## src/rtl/dmaf_regs.vh

```
`ifndef DMAF_REGS_VH
`define DMAF_REGS_VH

// ----------------------------------------------------------------
// Register addresses on the special-function-register bus
// ----------------------------------------------------------------
`define DMAF_ADDR_MIDPOINT_FLAGS   8'h88
`define DMAF_ADDR_CHANNEL_ACTIVITY 8'h91
`define DMAF_ADDR_CHANNEL_ENABLES  8'h92
`define DMAF_ADDR_COMPLETION_FLAGS 8'hE8

// ----------------------------------------------------------------
// Field layout
// ----------------------------------------------------------------
`define DMAF_NUM_CH     7
`define DMAF_CH_MSB     6
`define DMAF_UNUSED_BIT 7
`define DMAF_OFS_W      10

// ----------------------------------------------------------------
// Reset values
// ----------------------------------------------------------------
`define DMAF_RST_ENABLES  7'h00
`define DMAF_RST_FLAGS    7'h00
`define DMAF_RST_ACTIVITY 7'h00
`define DMAF_RST_OFS      10'h000
`define DMAF_RST_RDATA    8'h00

// ----------------------------------------------------------------
// Counter arithmetic
// ----------------------------------------------------------------
`define DMAF_OFS_ONE 10'h001

`endif

```

## src/rtl/dmaf_channel.v

```verilog
`include "dmaf_regs.vh"

module dmaf_channel (
  input  wire        clk_in,        // Core clock
  input  wire        rst_in,        // Async reset, high
  input  wire        ce_in,         // Clock enable
  input  wire        enable_in,     // Channel enable bit
  input  wire        periph_req_in, // Peripheral transfer request
  input  wire        force_in,      // Software forced start pulse
  input  wire        byte_done_in,  // One byte moved pulse
  input  wire        ofs_wr_in,     // Counter write strobe
  input  wire [9:0]  ofs_wdata_in,  // Counter write value
  input  wire [9:0]  size_in,       // Transfer size
  input  wire        cf_wr_in,      // Completion flag write
  input  wire        cf_wdata_in,   // Completion flag value
  input  wire        mf_wr_in,      // Midpoint flag write
  input  wire        mf_wdata_in,   // Midpoint flag value
  output wire        busy_out,      // Activity bit
  output wire        cf_out,        // Completion flag
  output wire        mf_out,        // Midpoint flag
  output wire [9:0]  ofs_out        // Byte offset counter
);

  reg        busy_q;
  reg        busy_d;
  reg        cf_q;
  reg        cf_d;
  reg        mf_q;
  reg        mf_d;
  reg  [9:0] ofs_q;
  reg  [9:0] ofs_d;
  wire [9:0] ofs_inc;
  wire [9:0] full_tgt;
  wire [9:0] mid_tgt;
  wire       blocked;

  // ----------------------------------------------------------------
  // Targets and increment
  // ----------------------------------------------------------------
  assign ofs_inc  = ofs_q + `DMAF_OFS_ONE;
  assign full_tgt = size_in - `DMAF_OFS_ONE;
  assign mid_tgt  = {1'b0, size_in[9:1]} + {9'h000, size_in[0]};
  assign blocked  = cf_q | mf_q;

  // Next state of counter, flags and activity
  always @* begin
    ofs_d  = ofs_q;
    cf_d   = cf_q;
    mf_d   = mf_q;
    busy_d = busy_q;
    if (ofs_wr_in && !busy_q) begin
      ofs_d = ofs_wdata_in;
    end else if (byte_done_in && busy_q) begin
      ofs_d = ofs_inc;
    end
    if (cf_wr_in) begin
      cf_d = cf_wdata_in;
    end
    if (mf_wr_in) begin
      mf_d = mf_wdata_in;
    end
    if (byte_done_in && busy_q && ofs_inc == full_tgt) begin
      cf_d = 1'b1;
    end
    if (byte_done_in && busy_q && ofs_inc == mid_tgt) begin
      mf_d = 1'b1;
    end
    if (byte_done_in && busy_q) begin
      busy_d = 1'b0;
    end else if (enable_in && !blocked && (periph_req_in || force_in)) begin
      busy_d = 1'b1;
    end
  end

  // State registers
  always @(posedge clk_in or posedge rst_in) begin
    if (rst_in) begin
      ofs_q  <= `DMAF_RST_OFS;
      cf_q   <= 1'b0;
      mf_q   <= 1'b0;
      busy_q <= 1'b0;
    end else if (ce_in) begin
      ofs_q  <= ofs_d;
      cf_q   <= cf_d;
      mf_q   <= mf_d;
      busy_q <= busy_d;
    end
  end

  assign busy_out = busy_q;
  assign cf_out   = cf_q;
  assign mf_out   = mf_q;
  assign ofs_out  = ofs_q;

endmodule

```

## src/rtl/dmaf_top.v

```verilog
`include "dmaf_regs.vh"

module dmaf_top (
  input  wire        clk_in,          // Core clock, 100 MHz
  input  wire        rst_in,          // Async reset, high
  input  wire        ce_in,           // Clock enable, freezes state
  input  wire [7:0]  sfr_addr_in,     // Register address
  input  wire        sfr_wr_in,       // Register write strobe
  input  wire        sfr_rd_in,       // Register read strobe
  input  wire [7:0]  sfr_wdata_in,    // Register write data
  output wire [7:0]  sfr_rdata_out,   // Register read data
  input  wire [2:0]  channel_selector_in,   // Selected channel
  input  wire        ofs_wr_in,       // Offset write, selected channel
  input  wire [9:0]  ofs_wdata_in,    // Offset write value
  output wire [9:0]  ofs_rdata_out,   // Offset of selected channel
  input  wire [69:0] transfer_size_in, // Sizes, 10 bits per channel
  input  wire [6:0]  completion_irq_enable_in, // Full length enables
  input  wire [6:0]  midpoint_irq_enable_in,   // Midpoint enables
  input  wire [6:0]  periph_req_in,   // Peripheral requests
  input  wire [6:0]  byte_done_in,    // Byte moved pulses
  output wire [6:0]  channel_run_out, // Channels running
  output wire [6:0]  completion_irq_out, // Gated full length requests
  output wire [6:0]  midpoint_irq_out,   // Gated midpoint requests
  output wire        dma_irq_out      // Combined interrupt request
);

  // ----------------------------------------------------------------
  // Declarations
  // ----------------------------------------------------------------
  reg  [6:0]  enables_q;
  reg  [6:0]  enables_d;
  reg  [7:0]  rdata_q;
  reg  [7:0]  rdata_d;
  reg  [9:0]  ofs_rd_q;
  reg  [9:0]  ofs_rd_d;
  reg         wr_en;
  reg         wr_cf;
  reg         wr_mf;
  reg         wr_act;
  wire [6:0]  activity;
  wire [6:0]  completion_flag;
  wire [6:0]  midpoint_flag;
  wire [69:0] ofs_all;
  wire [6:0]  force_start;
  wire [6:0]  comp_gated;
  wire [6:0]  mid_gated;

  // ----------------------------------------------------------------
  // Write address decode
  // ----------------------------------------------------------------

  // Register write strobes
  always @* begin
    wr_en  = 1'b0;
    wr_cf  = 1'b0;
    wr_mf  = 1'b0;
    wr_act = 1'b0;
    if (sfr_wr_in && sfr_addr_in == `DMAF_ADDR_CHANNEL_ENABLES) begin
      wr_en = 1'b1;
    end else if (sfr_wr_in &&
                 sfr_addr_in == `DMAF_ADDR_COMPLETION_FLAGS) begin
      wr_cf = 1'b1;
    end else if (sfr_wr_in &&
                 sfr_addr_in == `DMAF_ADDR_MIDPOINT_FLAGS) begin
      wr_mf = 1'b1;
    end else if (sfr_wr_in &&
                 sfr_addr_in == `DMAF_ADDR_CHANNEL_ACTIVITY) begin
      wr_act = 1'b1;
    end
  end

  // ----------------------------------------------------------------
  // Channel enable register
  // ----------------------------------------------------------------

  // Next enable value
  always @* begin
    enables_d = enables_q;
    if (wr_en) begin
      enables_d = sfr_wdata_in[`DMAF_CH_MSB:0];
    end
  end

  // Enable register
  always @(posedge clk_in or posedge rst_in) begin
    if (rst_in) begin
      enables_q <= `DMAF_RST_ENABLES;
    end else if (ce_in) begin
      enables_q <= enables_d;
    end
  end

  // ----------------------------------------------------------------
  // Start and counter write steering
  // ----------------------------------------------------------------

  assign force_start = wr_act ? sfr_wdata_in[`DMAF_CH_MSB:0] :
                                `DMAF_RST_ACTIVITY;

  // ----------------------------------------------------------------
  // Per channel flag and activity logic
  // ----------------------------------------------------------------
  // One instance per channel, counter writes steered by the selector
  dmaf_channel u_chan0 (
    .clk_in        (clk_in),
    .rst_in        (rst_in),
    .ce_in         (ce_in),
    .enable_in     (enables_q[0]),
    .periph_req_in (periph_req_in[0]),
    .force_in      (force_start[0]),
    .byte_done_in  (byte_done_in[0]),
    .ofs_wr_in     (ofs_wr_in && channel_selector_in == 3'h0),
    .ofs_wdata_in  (ofs_wdata_in),
    .size_in       (transfer_size_in[9:0]),
    .cf_wr_in      (wr_cf),
    .cf_wdata_in   (sfr_wdata_in[0]),
    .mf_wr_in      (wr_mf),
    .mf_wdata_in   (sfr_wdata_in[0]),
    .busy_out      (activity[0]),
    .cf_out        (completion_flag[0]),
    .mf_out        (midpoint_flag[0]),
    .ofs_out       (ofs_all[9:0])
  );
  dmaf_channel u_chan1 (
    .clk_in        (clk_in),
    .rst_in        (rst_in),
    .ce_in         (ce_in),
    .enable_in     (enables_q[1]),
    .periph_req_in (periph_req_in[1]),
    .force_in      (force_start[1]),
    .byte_done_in  (byte_done_in[1]),
    .ofs_wr_in     (ofs_wr_in && channel_selector_in == 3'h1),
    .ofs_wdata_in  (ofs_wdata_in),
    .size_in       (transfer_size_in[19:10]),
    .cf_wr_in      (wr_cf),
    .cf_wdata_in   (sfr_wdata_in[1]),
    .mf_wr_in      (wr_mf),
    .mf_wdata_in   (sfr_wdata_in[1]),
    .busy_out      (activity[1]),
    .cf_out        (completion_flag[1]),
    .mf_out        (midpoint_flag[1]),
    .ofs_out       (ofs_all[19:10])
  );
  dmaf_channel u_chan2 (
    .clk_in        (clk_in),
    .rst_in        (rst_in),
    .ce_in         (ce_in),
    .enable_in     (enables_q[2]),
    .periph_req_in (periph_req_in[2]),
    .force_in      (force_start[2]),
    .byte_done_in  (byte_done_in[2]),
    .ofs_wr_in     (ofs_wr_in && channel_selector_in == 3'h2),
    .ofs_wdata_in  (ofs_wdata_in),
    .size_in       (transfer_size_in[29:20]),
    .cf_wr_in      (wr_cf),
    .cf_wdata_in   (sfr_wdata_in[2]),
    .mf_wr_in      (wr_mf),
    .mf_wdata_in   (sfr_wdata_in[2]),
    .busy_out      (activity[2]),
    .cf_out        (completion_flag[2]),
    .mf_out        (midpoint_flag[2]),
    .ofs_out       (ofs_all[29:20])
  );
  dmaf_channel u_chan3 (
    .clk_in        (clk_in),
    .rst_in        (rst_in),
    .ce_in         (ce_in),
    .enable_in     (enables_q[3]),
    .periph_req_in (periph_req_in[3]),
    .force_in      (force_start[3]),
    .byte_done_in  (byte_done_in[3]),
    .ofs_wr_in     (ofs_wr_in && channel_selector_in == 3'h3),
    .ofs_wdata_in  (ofs_wdata_in),
    .size_in       (transfer_size_in[39:30]),
    .cf_wr_in      (wr_cf),
    .cf_wdata_in   (sfr_wdata_in[3]),
    .mf_wr_in      (wr_mf),
    .mf_wdata_in   (sfr_wdata_in[3]),
    .busy_out      (activity[3]),
    .cf_out        (completion_flag[3]),
    .mf_out        (midpoint_flag[3]),
    .ofs_out       (ofs_all[39:30])
  );
  dmaf_channel u_chan4 (
    .clk_in        (clk_in),
    .rst_in        (rst_in),
    .ce_in         (ce_in),
    .enable_in     (enables_q[4]),
    .periph_req_in (periph_req_in[4]),
    .force_in      (force_start[4]),
    .byte_done_in  (byte_done_in[4]),
    .ofs_wr_in     (ofs_wr_in && channel_selector_in == 3'h4),
    .ofs_wdata_in  (ofs_wdata_in),
    .size_in       (transfer_size_in[49:40]),
    .cf_wr_in      (wr_cf),
    .cf_wdata_in   (sfr_wdata_in[4]),
    .mf_wr_in      (wr_mf),
    .mf_wdata_in   (sfr_wdata_in[4]),
    .busy_out      (activity[4]),
    .cf_out        (completion_flag[4]),
    .mf_out        (midpoint_flag[4]),
    .ofs_out       (ofs_all[49:40])
  );
  dmaf_channel u_chan5 (
    .clk_in        (clk_in),
    .rst_in        (rst_in),
    .ce_in         (ce_in),
    .enable_in     (enables_q[5]),
    .periph_req_in (periph_req_in[5]),
    .force_in      (force_start[5]),
    .byte_done_in  (byte_done_in[5]),
    .ofs_wr_in     (ofs_wr_in && channel_selector_in == 3'h5),
    .ofs_wdata_in  (ofs_wdata_in),
    .size_in       (transfer_size_in[59:50]),
    .cf_wr_in      (wr_cf),
    .cf_wdata_in   (sfr_wdata_in[5]),
    .mf_wr_in      (wr_mf),
    .mf_wdata_in   (sfr_wdata_in[5]),
    .busy_out      (activity[5]),
    .cf_out        (completion_flag[5]),
    .mf_out        (midpoint_flag[5]),
    .ofs_out       (ofs_all[59:50])
  );
  dmaf_channel u_chan6 (
    .clk_in        (clk_in),
    .rst_in        (rst_in),
    .ce_in         (ce_in),
    .enable_in     (enables_q[6]),
    .periph_req_in (periph_req_in[6]),
    .force_in      (force_start[6]),
    .byte_done_in  (byte_done_in[6]),
    .ofs_wr_in     (ofs_wr_in && channel_selector_in == 3'h6),
    .ofs_wdata_in  (ofs_wdata_in),
    .size_in       (transfer_size_in[69:60]),
    .cf_wr_in      (wr_cf),
    .cf_wdata_in   (sfr_wdata_in[6]),
    .mf_wr_in      (wr_mf),
    .mf_wdata_in   (sfr_wdata_in[6]),
    .busy_out      (activity[6]),
    .cf_out        (completion_flag[6]),
    .mf_out        (midpoint_flag[6]),
    .ofs_out       (ofs_all[69:60])
  );

  // ----------------------------------------------------------------
  // Interrupt gating
  // ----------------------------------------------------------------

  assign comp_gated = completion_flag & completion_irq_enable_in;
  assign mid_gated  = midpoint_flag & midpoint_irq_enable_in;
  assign dma_irq_out = |(comp_gated | mid_gated);

  assign completion_irq_out = comp_gated;
  assign midpoint_irq_out   = mid_gated;
  assign channel_run_out    = activity;

  // ----------------------------------------------------------------
  // Read data
  // ----------------------------------------------------------------

  // Read multiplexer, registered on the read strobe
  always @* begin
    rdata_d = rdata_q;
    if (sfr_rd_in) begin
      rdata_d = `DMAF_RST_RDATA;
      if (sfr_addr_in == `DMAF_ADDR_CHANNEL_ENABLES) begin
        rdata_d = {1'b0, enables_q};
      end else if (sfr_addr_in == `DMAF_ADDR_COMPLETION_FLAGS) begin
        rdata_d = {1'b0, completion_flag};
      end else if (sfr_addr_in == `DMAF_ADDR_MIDPOINT_FLAGS) begin
        rdata_d = {1'b0, midpoint_flag};
      end else if (sfr_addr_in == `DMAF_ADDR_CHANNEL_ACTIVITY) begin
        rdata_d = {1'b0, activity};
      end
    end
  end

  // Offset of the selected channel, reserved code reads zero
  always @* begin
    ofs_rd_d = `DMAF_RST_OFS;
    case (channel_selector_in)
      3'h0: ofs_rd_d = ofs_all[9:0];
      3'h1: ofs_rd_d = ofs_all[19:10];
      3'h2: ofs_rd_d = ofs_all[29:20];
      3'h3: ofs_rd_d = ofs_all[39:30];
      3'h4: ofs_rd_d = ofs_all[49:40];
      3'h5: ofs_rd_d = ofs_all[59:50];
      3'h6: ofs_rd_d = ofs_all[69:60];
      default: ofs_rd_d = `DMAF_RST_OFS;
    endcase
  end

  // Read data registers
  always @(posedge clk_in or posedge rst_in) begin
    if (rst_in) begin
      rdata_q  <= `DMAF_RST_RDATA;
      ofs_rd_q <= `DMAF_RST_OFS;
    end else if (ce_in) begin
      rdata_q  <= rdata_d;
      ofs_rd_q <= ofs_rd_d;
    end
  end

  assign sfr_rdata_out = rdata_q;
  assign ofs_rdata_out = ofs_rd_q;

endmodule

```

## config.mk

```make
export PLATFORM = sky130hd
export DESIGN_NAME = dmaf_top
export DESIGN_NICKNAME = d
export VERILOG_FILES = /design/src/rtl/dmaf_channel.v /design/src/rtl/dmaf_top.v
export VERILOG_INCLUDE_DIRS = /design/src /design/src/rtl
export SDC_FILE = /design/constraint.sdc
export NUM_CORES = 1
export LEC_CHECK = 0
export ABC_AREA = 0
export BUFFER_PORTS_ARGS = -buffer_cell sky130_fd_sc_hd__buf_4
export CAP_MARGIN = 5
export CELL_PAD_IN_SITES_DETAIL_PLACEMENT = 1
export CELL_PAD_IN_SITES_GLOBAL_PLACEMENT = 2
export CORE_MARGIN = 3
export CORE_UTILIZATION = 37
export DETAILED_ROUTE_END_ITERATION = 10
export GPL_ROUTABILITY_DRIVEN = 0
export PLACE_DENSITY_LB_ADDON = 0.15
export RECOVER_POWER = 100
export SYNTH_ARGS = -nofsm -noshare
export SYNTH_HDL_FRONTEND = slang
export SYNTH_SLANG_ARGS = --single-unit
```

## constraint.sdc

```tcl
create_clock -name clk_in -period 5.8 [get_ports clk_in]
set_clock_uncertainty 0.05 [all_clocks]
set_input_delay 1.16 -clock clk_in [delete_from_list [all_inputs] [get_ports clk_in]]
set_output_delay 1.16 -clock clk_in [all_outputs]
set_load 0.03 [all_outputs]
```

# --- Yosys cells after proc, flatten, opt, wreduce, memory -nomap -nowiden ---
# Cells that the tools add are included.
word_totals:
  reg_bits: 116
op_classes:
  addsub: 21
  n_eq_ne: 24
  muxes: 72
  bitwise: 10
  n_reduce_logical: 134
ops:
  columns: ["op", "n"]
  rows:
  - ["$eq 10x10->1", 14]
  - ["$mux 10", 14]
  - ["$add 10x1->10 const B", 7]
  - ["$add 9x1->10", 7]
  - ["$pmux 10 s7", 1]
  - ["$sub 10x1->10 const B", 7]
  - ["$reduce_and 2->1", 30]
  - ["$reduce_bool 2->1", 28]
  - ["$logic_and 1x1->1", 53]
  - ["$mux 1", 52]
  - ["$mux 7", 5]
  - ["$eq 8x8->1 const B", 4]
  - ["$and 7x7->7", 2]
  - ["$logic_not 1->1", 14]
  - ["$eq 3x3->1 const B", 3]
  - ["$logic_or 1x1->1", 7]
  - ["$or 1x1->1", 7]
  - ["$or 7x7->7", 1]
  - ["$reduce_or 7->1", 1]
  - ["$eq 3x2->1 const B", 2]
  - ["$eq 3x1->1 const B", 1]
  - ["$logic_not 3->1", 1]

# --- Depth between registers and ports, before layout ---
# Gate-level depths: netlist of run 1.
logic_depth:
  ltp_word: 11
  depth_mapped: 9

# --- Hierarchy ---
# Synthesis of run 1 repeated with hierarchy kept, for this count alone.
unflattened:
  hier_cells: 1477
  area_unflattened_um2: 12065.3
by_module_without_submodules:
  columns: ["module", "n_inst", "cells_each", "area_per_inst_um2", "seq_area_each_um2"]
  rows:
  - ["dmaf_channel", 7, 176, 1417.6, 325.3]
  - ["dmaf_top", 1, 245, 2142.1, 600.6]

# --- Least setup slack after synthesis of run 1 ---
# OpenSTA, ideal clock, no wires.
synth_path:
  path_kind: "input to output"
  start: "in midpoint_irq_enable_in[1]"
  end: "out dma_irq_out"
  t_arrival_ns: 2.817
  required_time_ns: 4.590
  setup_slack_ns: 1.773
  path_stages: 4
  path_buffers: 0
  cell_sequence: "and2_1 > or4_1 > nor4_1 > or4b_2"
synth_via:
  elab_chain_cells: 3
synth_lines:
  columns: ["item", "line", "rtl"]
  rows:
  - ["start, declared", "dmaf_top.v:18", "input wire [6:0] midpoint_irq_enable_in,"]
  - ["$and 7x7->7", "dmaf_top.v:250", "assign mid_gated = midpoint_flag & midpoint_irq_enable_in;"]
  - ["$or 7x7->7", "dmaf_top.v:251", "assign dma_irq_out = |(comp_gated | mid_gated);"]
  - ["$reduce_or 7->1", "dmaf_top.v:251", null]
  - ["end, declared", "dmaf_top.v:24", "output wire dma_irq_out"]
# Every way passes these cells.

# --- Final worst setup path of run 1 ---
layout_path:
  start: "in channel_selector_in[1]"
  end: "reg u_chan4.ofs_q[8], in the netlist u_chan4.ofs_out[8]"
layout_via:
  elab_chain_cells: 5
layout_lines:
  columns: ["item", "line", "rtl"]
  rows:
  - ["start, declared", "dmaf_top.v:12", "input wire [2:0] channel_selector_in,"]
  - ["$eq 3x3->1 (*)", "dmaf_top.v:192", ".ofs_wr_in (ofs_wr_in && channel_selector_in == 3'h4),"]
  - ["$logic_and 1x1->1 (*)", "dmaf_top.v:192", null]
  - ["$logic_and 1x1->1 (*)", "dmaf_channel.v:51", "if (ofs_wr_in && !busy_q) begin"]
  - ["$reduce_bool 2->1 (no line)", null, null]
  - ["$reduce_and 2->1 (no line)", null, null]
  - ["end signal, assigned", "dmaf_channel.v:78", "ofs_q <= `DMAF_RST_OFS;"]
  - ["end signal, assigned", "dmaf_channel.v:83", "ofs_q <= ofs_d;"]
  - ["end, declared", "dmaf_channel.v:30", "reg [9:0] ofs_q;"]
# Every way passes the cells marked *; elsewhere a longest branch is shown, timed or not.
# A chain may end at the register's enable or synchronous reset.

==> flow_summary.ini, run 1 <==
[logic_synthesis]
synth_top_area_cell = dfrtp_1
avgSynthCellArea_um2 = 7.917
synth.top_cell.area_share_pct = 25.14
synth_edf_count = 0
synthTopCellsByArea = dfrtp_1 (25%), xnor2_1 (15%), xor2_1 (6.5%)
yosys_warnings = 0
yosysMostFrequentCell = xnor2_1
synth.net_count = 1607
synth_ff_type = dfrtp_1
synth_seq_area_share_pct = 25.14
synthDistinctLibCells = 73
synthArstFlopShare_pct = 100.0
syn_area_mm2 = 0.01145
syn_inst = 1446
synth_commonest_cells = xnor2_1 (199), nand2_1 (128), dfrtp_1 (115)
ys_seq_elements = 115

[route]
via_per_inst = 5.746
drt_wl_total_um = 42870
drt_iter0_drc = 812
ant_nets = 0
firstDrtPassIters = 5
wl_per_cell_um = 21.91
vias = 11244
drc = 0

[worst_setup_path]
crit_end = u_chan4.ofs_out[8]$_DFFE_PP0P_
r2r_end = u_chan4.mf_out$_DFFE_PP0P_
ff2ff_setup_slack_ns = 2.59
required_ns = 6.09
start_kind = primary input
reg2reg_depth = 8
critical_path_class = in -> reg
path_max_fanout = 29
endpoint_kind = register
crit_start = channel_selector_in[1]
r2r-start = u_chan4.ofs_out[0]$_DFFE_PP0P_
crit_arrival_ns = 4.74

[grt]
grt_pass1_wl_um = 66980
antenna_found_initial = 0
busiest_layer = met2
track_usage_pct = 25.77
use_met3_pct = 3.125
grt_max_degree = 59
grt_overflow_total = 0
grt.met2_usage_pct = 42.71
use_met1_pct = 35.51
grt_pass1_vias = 11410

[cts]
cts_made_buffers = 17
cts-root-buf = clkbuf_16
clk_path_buf_depth = 2
htree_levels = 4
cts.clk_slew.worst_paths_ns = 0.06
cts_tree = done
ctsHoldBuffers = 0
clock-sinks = 115
cts-resized-gates = 0
postCtsSetupRepairBufs = 0
clock_latency_ns = 0.43

[sta]
min_period_over_period_pct = 76.71
fin_crit_ns = 4.449
slew_headroom_pct = -74.89
finalSetupViolations = 0
maxSlewViolCount = 159
final.setup.worst_slack_ns = 1.351
rsz0062_at_grt = no
fmax_mhz = 224.7
timing.setup.tns_ns = 0
finalHoldViolations = 0
tightest_slew_ns = 2.623

[floorplanning]
die_h_um = 181.9
die_area_mm2 = 0.03309
core_mm2 = 0.03003
die_w_um = 181.9
initial_core_util_pct = 38.12
row_count = 63
io_pins = 173

[final_layout]
area_growth_pct = 15.97
utilization_pct = 44.21
final_nets = 1716
finalNonFillerCells = 1957
drive_above_1_share_pct = 12.95
n_antenna_cell = 0

[power]
leakage_nw = 5.245
power_density_mw_per_mm2 = 299.0
vdd_drop_max_mv = 0.1601

[placement]
pre_cts_ws_ns = 1.615
dp_cells = 1926
dp_hpwl_um = 32740
portBuffers = 170

[status]
status = finished, violations left
violations = max-capacitance violations, max-slew violations

[job]
maxCapViolations = 5

[min_path]
min_path_cells = 1
hold_path.class = reg -> reg
## worst min-delay path by stage
stage                                              start                              to  slack (ns)
after global routing        sfr_rdata_out[5]$_DFFE_PP0P_    sfr_rdata_out[5]$_DFFE_PP0P_        0.47
after floorplan           u_chan3.ofs_out[9]$_DFFE_PP0P_  u_chan3.ofs_out[9]$_DFFE_PP0P_        0.44
after CTS                   sfr_rdata_out[3]$_DFFE_PP0P_    sfr_rdata_out[3]$_DFFE_PP0P_        0.44
after global placement      sfr_rdata_out[0]$_DFFE_PP0P_    sfr_rdata_out[0]$_DFFE_PP0P_        0.42
final                       sfr_rdata_out[5]$_DFFE_PP0P_    sfr_rdata_out[5]$_DFFE_PP0P_        0.43
after detailed placement    sfr_rdata_out[3]$_DFFE_PP0P_    sfr_rdata_out[3]$_DFFE_PP0P_        0.43
## power breakdown
part / switching [mW] / internal, mW
clock network: 0.419 / 0.683
logic: 0.857 / 0.682
registers: 0.370 / 0.959
total: 1.65 / 2.32
## metal layers
layer,wire (um),share of wire (%)
met5,0,0
met4,927,2.2
met3,2014,4.7
met2,20280,47
met1,19650,46
## layout make-up
class / instances / area (um2)
fill: 3713 / 16760
multi-input combinational: 1200 / 7990
sequential: 115 / 2878
timing repair buffer: 181 / 1171
tap: 390 / 488.0
clock buffer: 18 / 439.2
clock inverter: 13 / 158.9
inverter: 40 / 151.4
## state kept, by name, indices dropped and copies added (netlist names), 7 cells and up
name and cells:
sfr_rdata_out 7, u_chan1.ofs_out 10, ofs_rdata_out 10, enables_q 7, u_chan5.ofs_out 10, u_chan4.ofs_out 10, u_chan3.ofs_out 10, u_chan0.ofs_out 10
u_chan6.ofs_out 10, u_chan2.ofs_out 10
## cells in the final DEF (no fill, tap or decap), types with 4 or more instances in the layout
cell type,netlist,layout
xnor2_1,199,199
nand2_1,128,128
buf_4,9,128
dfrtp_1,115,115
nor2_1,101,101
o21ai_0,93,95
a21oi_1,92,92
nand3_1,91,91
xor2_1,85,85
clkbuf_1,60,50
nor3_1,47,47
inv_1,40,39
nor4_1,33,33
ha_1,28,28
o22ai_1,26,26
mux2i_1,25,25
nand4_1,25,25
and3_1,23,23
and2_1,26,21
clkbuf_16,0,17
a22oi_1,15,15
or3_1,14,14
nor3b_1,12,14
mux2_2,12,12
or4_1,12,12
a31oi_1,8,8
and4_1,8,8
nand2b_1,7,7
mux4_2,6,6
a211oi_1,6,6
and2_0,1,6
o21a_1,6,6
a21o_1,5,5
a2bb2oi_1,5,5
nor2b_1,4,4
o32ai_1,4,4
clkinv_2,0,4
## cell families after synthesis
| kind of cell | Yosys count | synth area share, % |
|---|---|---|
| and+or+nand+nor | 556 | 25.27 |
| muxes | 43 | 4.546 |
| AOI/OAI and AO/OA | 282 | 14.32 |
| xor gates and xnor gates | 290 | 22.73 |
| DFF | 115 | 25.14 |
| other | 1 | 0.03276 |
| buffers and inverters | 131 | 4.907 |
| adders and majority gates | 28 | 3.060 |
## critical path, stage by stage
cell and delay (ns):
clkbuf_1 1.20, nand2b_1 0.51, nor3_1 0.09, clkbuf_1 0.40, o21ai_0 0.52, clkbuf_1 0.54, o21ai_0 0.18, o21ai_0 0.12
## stage by stage
| stage | power [mW] | hold WS, ns | instance area, um2 |
|---|---|---|---|
| after global placement | 2.854 | 0.4156 | 12910 |
| after global routing | 4.219 | 0.4682 | 13280 |
| after detailed placement | 2.909 | 0.4276 | 12910 |
| after floorplan | 2.374 | 0.4356 | 11450 |
| after CTS | 4.013 | 0.4410 | 13510 |
| final | 3.969 | 0.4332 | 13280 |
Power figures use the tool's default switching activity.
==> run 2: changes to the inputs <==
--- a/config.mk
+++ b/config.mk
@@ -6,13 +6,13 @@
 export SDC_FILE = /design/constraint.sdc
 export NUM_CORES = 1
 export LEC_CHECK = 0
-export ABC_AREA = 0
+export ABC_AREA = 1
 export BUFFER_PORTS_ARGS = -buffer_cell sky130_fd_sc_hd__buf_4
 export CAP_MARGIN = 5
 export CELL_PAD_IN_SITES_DETAIL_PLACEMENT = 1
 export CELL_PAD_IN_SITES_GLOBAL_PLACEMENT = 2
 export CORE_MARGIN = 3
-export CORE_UTILIZATION = 37
+export CORE_UTILIZATION = 28
 export DETAILED_ROUTE_END_ITERATION = 10
 export GPL_ROUTABILITY_DRIVEN = 0
 export PLACE_DENSITY_LB_ADDON = 0.15
==> constraint.sdc (replaced) <==
create_clock -name clk_in -period 3.8 [get_ports clk_in]
set_clock_uncertainty 0.05 [all_clocks]
set_input_delay 0.76 -clock clk_in [delete_from_list [all_inputs] [get_ports clk_in]]
set_output_delay 0.76 -clock clk_in [all_outputs]
set_load 0.03 [all_outputs]
==> run 2 against run 1 <==
The flow still finishes with violations (max-capacitance violations, max-slew violations); synthesized cell count grew 58%; wire length grew 24%; register-to-register slack lost 1.5 ns; core utilization shrank 11 points; total power grew 92%; first-iteration DRC count shrank 5.0%; die area grew 48%; combinational power grew to 2.5 times the previous value; clock power grew 42%; final cell count grew 55%; non-clock buffer count grew 2; hold slack lost 0.0023 ns; largest cell class unchanged; largest power group unchanged.
==> flow_summary.ini, run 2 <==
[sta]
finalHoldViolations = 0
timing.hold.ws_ns = 0.4309
finalSetupViolations = 0
min_period_over_period_pct = 82.58
maxSlewViolCount = 33
timing.setup.tns_ns = 0
fmax_mhz = 318.7
final.setup.worst_slack_ns = 0.6621
slew_headroom_pct = -3.845
fin_crit_ns = 3.138
rsz0062_at_grt = no
tightest_slew_ns = 1.549

[logic_synthesis]
synth_xor_area_share_pct = 5.662
syn_area_mm2 = 0.01299
avgSynthCellArea_um2 = 5.674
synth_compound_area_share_pct = 13.47
synth_seq_area_share_pct = 22.15
muxShareOfSynthArea_pct = 0
yosys_warnings = 0
synth_ff_type = dfrtp_1
yosysMostFrequentCell = nand2_1
synth_edf_count = 0
yosys.area_share.simple_pct = 43.28
synth.net_count = 2451
synth_top_family_by_area = simple AND/OR/NAND/NOR gates
ys_seq_elements = 115
synthArstFlopShare_pct = 100.0
synthTopCellsByArea = nand2_1 (23%), dfrtp_1 (22%), inv_1 (9.6%)
synth_commonest_cells = nand2_1 (812), inv_1 (332), nor2_1 (244)
synth.top_cell.area_share_pct = 23.46
syn_inst = 2290
synthAdderAreaFrac_pct = 2.696
synthDistinctLibCells = 44
synth_top_area_cell = nand2_1

[floorplanning]
row_count = 78
initial_core_util_pct = 28.51
core_mm2 = 0.04558
die_area_mm2 = 0.04903
die_h_um = 221.4
io_pins = 173
die_w_um = 221.4

[cts]
cts.clk_slew.worst_paths_ns = 0.06
cts_tree = done
htree_levels = 4
postCtsSetupRepairBufs = 0
ctsHoldBuffers = 0
clock_latency_ns = 0.43
clk_path_buf_depth = 2
cts-resized-gates = 0
cts_made_buffers = 17
clock-sinks = 115
cts-root-buf = clkbuf_16

[grt]
antenna_found_initial = 0
grt_max_degree = 48
grt_pass1_wl_um = 83840
track_usage_pct = 21.31
grt_pass1_vias = 15146
grt_overflow_total = 0

[route]
ant_nets = 0
wl_met3_um = 1385
vias = 14976
highest_layer = met4
drc = 0
wl_met2_um = 25430
drt_iter0_drc = 771
firstDrtPassIters = 5
via_per_inst = 4.926
drt_wl_total_um = 53130
met1_length_um = 25260
wl_per_cell_um = 17.48

[final_layout]
final_common_cell = nand2_1
n_antenna_cell = 0
most-common-layout-cells = nand2_1 (812), inv_1 (340), nor2_1 (244), nand3_1 (188), buf_4 (131)
drive_above_1_share_pct = 8.033
area_growth_pct = 16.12
final_nets = 2588

[worst_setup_path]
ff2ff_setup_slack_ns = 1.04
crit_arrival_ns = 3.39
r2r_end = u_chan5.ofs_out[0]$_DFFE_PP0P_
endpoint_kind = register
r2r-start = u_chan5.busy_out$_DFFE_PP0P_
critical_path_class = in -> reg
path_max_fanout = 12
start_kind = primary input
required_ns = 4.05
reg2reg_depth = 6

[placement]
pre_cts_ws_ns = 0.8633
dp_hpwl_um = 43900
portBuffers = 170

[status]
violations = max-capacitance violations, max-slew violations
status = finished, violations left

[power]
power_density_mw_per_mm2 = 506.1
leakage_nw = 8.187
vdd_drop_max_mv = 0.3000

[min_path]
min_path_cells = 2
hold_path.class = reg -> reg
hold_start = sfr_rdata_out[0]$_DFFE_PP0P_
worstHoldEndpoint = sfr_rdata_out[0]$_DFFE_PP0P_

[job]
maxCapViolations = 1
[run 2: cell types whose count changed after synthesis, moves of 35 or more]
cell,delta
a21oi_1,-35
clkbuf_1,-37
inv_1,+292
nand2_1,+684
nand3_1,+97
nor2_1,+143
xnor2_1,-172
[run 2: kinds of logic (layout without fill, tap and decap cells)]
family,count (synthesis),in the layout
AND/OR/NAND/NOR,1348,1348
adder cells (fa/ha/maj),28,28
XOR/XNOR,84,84
buffers and inverters,414,564
flip-flops,115,115
other,1,1
AO/OA/AOI/OAI,300,300
[run 2: power by group]
group	internal [mW]	switching, mW	total (mW)
Combinational	1.22	2.67	3.89
Clock	0.908	0.647	1.56
Sequential	1.63	0.558	2.19
Total	3.76	3.87	7.64
[run 2: how the worst max path moves through the flow]
stage / startpoint / endpoint
CTS: u_chan1.mf_out$_DFFE_PP0P_ / dma_irq_out
global placement: transfer_size_in[30] / u_chan3.mf_out$_DFFE_PP0P_
floorplan: completion_irq_enable_in[1] / dma_irq_out
global route: channel_selector_in[2] / u_chan2.ofs_out[6]$_DFFE_PP0P_
finish: channel_selector_in[2] / u_chan5.ofs_out[0]$_DFFE_PP0P_
detailed placement: transfer_size_in[30] / u_chan3.mf_out$_DFFE_PP0P_
[run 2: cell type report]
cell class / instances / area [um2]
Fill cell: 6120 / 30490
Multi-Input combinational cell: 1761 / 8398
Sequential cell: 115 / 2878
Inverter: 349 / 1311
Timing Repair Buffer: 183 / 1196
Tap cell: 600 / 750.7
Clock buffer: 18 / 439.2
Clock inverter: 14 / 115.1
[run 2: metrics by stage]
stage               instance area (um2)  cells  power [mW]  util [%]
floorplan                         13000   2290       4.778         -
global placement                  14810   3008       6.071     32.49
detailed placement                14810   3008       6.175     32.49
CTS                               15360   3040       7.753     33.70
global route                      15090   3040       8.340     33.11
finish                            15090   3040       7.636     33.11
[run 2: metal layers]
| metal | global-route usage, % | vias to the layer above |
|---|---|---|
| li1 | - | 7555 |
| met1 | 28.70 | 7174 |
| met2 | 37.07 | 203 |
| met3 | 1.857 | 44 |
| met4 | 4.974 | 0 |
| met5 | 0 | - |
[run 2: critical path: stages]
cell      delay [ns]
clkbuf_1        0.19
inv_1           0.20
nor3_4          0.07
inv_1           0.28
nor3_4          0.15
o21ai_0         1.10
inv_2           0.32
o211ai_1        0.19
o21ai_0         0.11
==> run 3: changes to the inputs <==
--- a/config.mk
+++ b/config.mk
@@ -6,13 +6,13 @@
 export SDC_FILE = /design/constraint.sdc
 export NUM_CORES = 1
 export LEC_CHECK = 0
-export ABC_AREA = 1
+export ABC_AREA = 0
 export BUFFER_PORTS_ARGS = -buffer_cell sky130_fd_sc_hd__buf_4
 export CAP_MARGIN = 5
 export CELL_PAD_IN_SITES_DETAIL_PLACEMENT = 1
 export CELL_PAD_IN_SITES_GLOBAL_PLACEMENT = 2
 export CORE_MARGIN = 3
-export CORE_UTILIZATION = 28
+export CORE_UTILIZATION = 31
 export DETAILED_ROUTE_END_ITERATION = 10
 export GPL_ROUTABILITY_DRIVEN = 0
 export PLACE_DENSITY_LB_ADDON = 0.15
==> constraint.sdc (replaced) <==
create_clock -name clk_in -period 2.6 [get_ports clk_in]
set_clock_uncertainty 0.05 [all_clocks]
set_input_delay 0.52 -clock clk_in [delete_from_list [all_inputs] [get_ports clk_in]]
set_output_delay 0.52 -clock clk_in [all_outputs]
set_load 0.03 [all_outputs]
==> run 3 against run 2 <==
The flow finishes with violations (negative setup slack); largest power group unchanged; flip-flop and latch count is the same; wire length shrank 10%; largest cell class unchanged; die area shrank 20%; final area shrank 3.7%; hold slack lost 0.11 ns; sequential share of layout area grew 0.79 points; combinational power grew 13%; register-to-register slack lost 0.93 ns; non-clock buffer count grew 135.
==> flow_summary.ini, run 3 (synthesis results as in run 1) <==
[route]
firstDrtPassIters = 5
via_per_inst = 5.427
vias = 11755
drc = 0
drt_iter0_drc = 529
ant_nets = 0
drt_wl_total_um = 47830
wl_per_cell_um = 22.08

[power]
power_density_mw_per_mm2 = 647.2
switching_share_pct = 40.61
leakage_nw = 6.008
p_seq_share_pct = 27.9
combPwrFrac_pct = 46.6
power.share.clock_pct = 25.6
totalPowerFinal_mw = 9.399
vdd_drop_max_mv = 0.4761
internal_power_mw = 5.582
switchingPower_mw = 3.817

[worst_setup_path]
critPathSlowestCell = or4b_4
required_ns = 2.03
start_kind = register
critical_path_class = reg -> out
crit_arrival_ns = 2.26
critPathMaxStageDelay_ns = 0.49
endpoint_kind = primary output
path_max_fanout = 4
crit_chain = and2_4 -> or4_4 -> nor4_2 -> or4b_4 -> buf_6

[grt]
grt_overflow_total = 0
antenna_found_initial = 4
grt_max_degree = 42
track_usage_pct = 24.02
grt_pass1_wl_um = 72100
grt_pass1_vias = 11929

[final_layout]
n_antenna_cell = 0
final_nets = 1853
most-common-layout-cells = buf_4 (268), xnor2_1 (199), nand2_1 (128), dfrtp_1 (110), nor2_1 (101)
area_growth_pct = 26.85
final_common_cell = buf_4
drive_above_1_share_pct = 21.76

[placement]
dp_hpwl_um = 37820
pre_cts_ws_ns = -0.1655
portBuffers = 170

[sta]
min_period_over_period_pct = 108.7
timing.setup.tns_ns = -0.2274
fmax_mhz = 353.7
finalHoldViolations = 0
finalSetupViolations = 1
rsz0062_at_grt = yes
tightest_slew_ns = 1.418
slew_headroom_pct = 4.940
final.setup.worst_slack_ns = -0.2274
maxSlewViolCount = 0
fin_crit_ns = 2.827

[floorplanning]
core_mm2 = 0.03600
io_pins = 173
die_h_um = 198.2
die_w_um = 198.2
row_count = 69
die_area_mm2 = 0.03927
initial_core_util_pct = 31.80

[cts]
clock-sinks = 115
cts_tree = done
clock_latency_ns = 0.43
cts_made_buffers = 17
cts-root-buf = clkbuf_16
cts.clk_slew.worst_paths_ns = 0.06
htree_levels = 4
clk_path_buf_depth = 2

[status]
violations = negative setup slack
status = finished, violations left

[min_path]
hold_path.class = in -> reg

[job]
maxCapViolations = 0
-- run 3: cell count changes in the layout (fill, tap and decap cells not counted), sizes merged, moves of 55 or more --
cell / delta
nor2: -147
inv: -307
xnor2: +175
buf: +140
nand3: -96
o21ai: -55
nand2: -684
-- run 3: final cells by class --
type	count	area [um2]
clock buffers	23	488.0
clock inverters	9	102.6
fillers	4409	21480
inverters	40	151.4
multi-input cells	1200	8066
flip-flops and latches	115	2884
well taps	461	576.8
repair buffers	318	2253
-- run 3: repair_timing --
action	4_1_cts	5_1_grt
endpoints found under the setup margin	1	8
hold buffers	0	0
hold endpoints to repair	0	0
gates resized for setup	7	13
setup buffers	1	1
pin swaps	1	1
-- run 3: per-layer routing --
layer | track usage [%] | routed length [um]
met5 | 0 | 33
met4 | 5.924 | 1075
met3 | 3.046 | 2335
met2 | 40.39 | 22840
met1 | 32.79 | 21550
-- run 3: worst max-delay path: cells and delay by family, from the launching register on --
kind | cells | cell delay, ns
buffers and inverters | 1 | 0.16
AND/OR/NAND/NOR | 4 | 1.20
flip-flops | 1 | 0.47
-- run 3: final timing paths --
check	start	endpoint	slack, ns	depth (start not counted)
worst max-delay path	u_chan6.mf_out$_DFFE_PP0P_	dma_irq_out	-0.23	5
worst min-delay path	sfr_wdata_in[1]	enables_q[1]$_DFFE_PP0P_	0.32	2
worst max register to register	u_chan1.ofs_out[0]$_DFFE_PP0P_	u_chan1.cf_out$_DFFE_PP0P_	0.11	9
worst min register to register	sfr_rdata_out[3]$_DFFE_PP0P_	sfr_rdata_out[3]$_DFFE_PP0P_	0.44	1
max in group asynchronous	rst_in	u_chan4.cf_out$_DFFE_PP0P_	0.40	3
min in group asynchronous	rst_in	u_chan0.ofs_out[9]$_DFFE_PP0P_	0.35	2
-- run 3: power groups by stage --
| stage | combinational (mW) | clock, mW | sequential [mW] |
|---|---|---|---|
| floorplan | 2.76 | 0 | 2.54 |
| global placement | 4.31 | 0 | 2.62 |
| detailed placement | 4.42 | 0 | 2.63 |
| CTS | 4.45 | 2.43 | 2.60 |
| global route | 4.82 | 2.51 | 2.66 |
| finish | 4.38 | 2.40 | 2.62 |
-- run 3: metrics by stage --
| stage | hold WS, ns | instances | cell area [um2] | util, % |
|---|---|---|---|---|
| after CTS | 0.1982 | 2165 | 14690 | 40.81 |
| after detailed placement | 0.4225 | 2132 | 14070 | 39.09 |
| after global routing | 0.3214 | 2166 | 14520 | 40.34 |
| final | 0.3231 | 2166 | 14520 | 40.34 |
| after global placement | 0.4164 | 2132 | 14070 | 39.09 |
| after floorplan | 0.4356 | 1446 | 11460 | - |
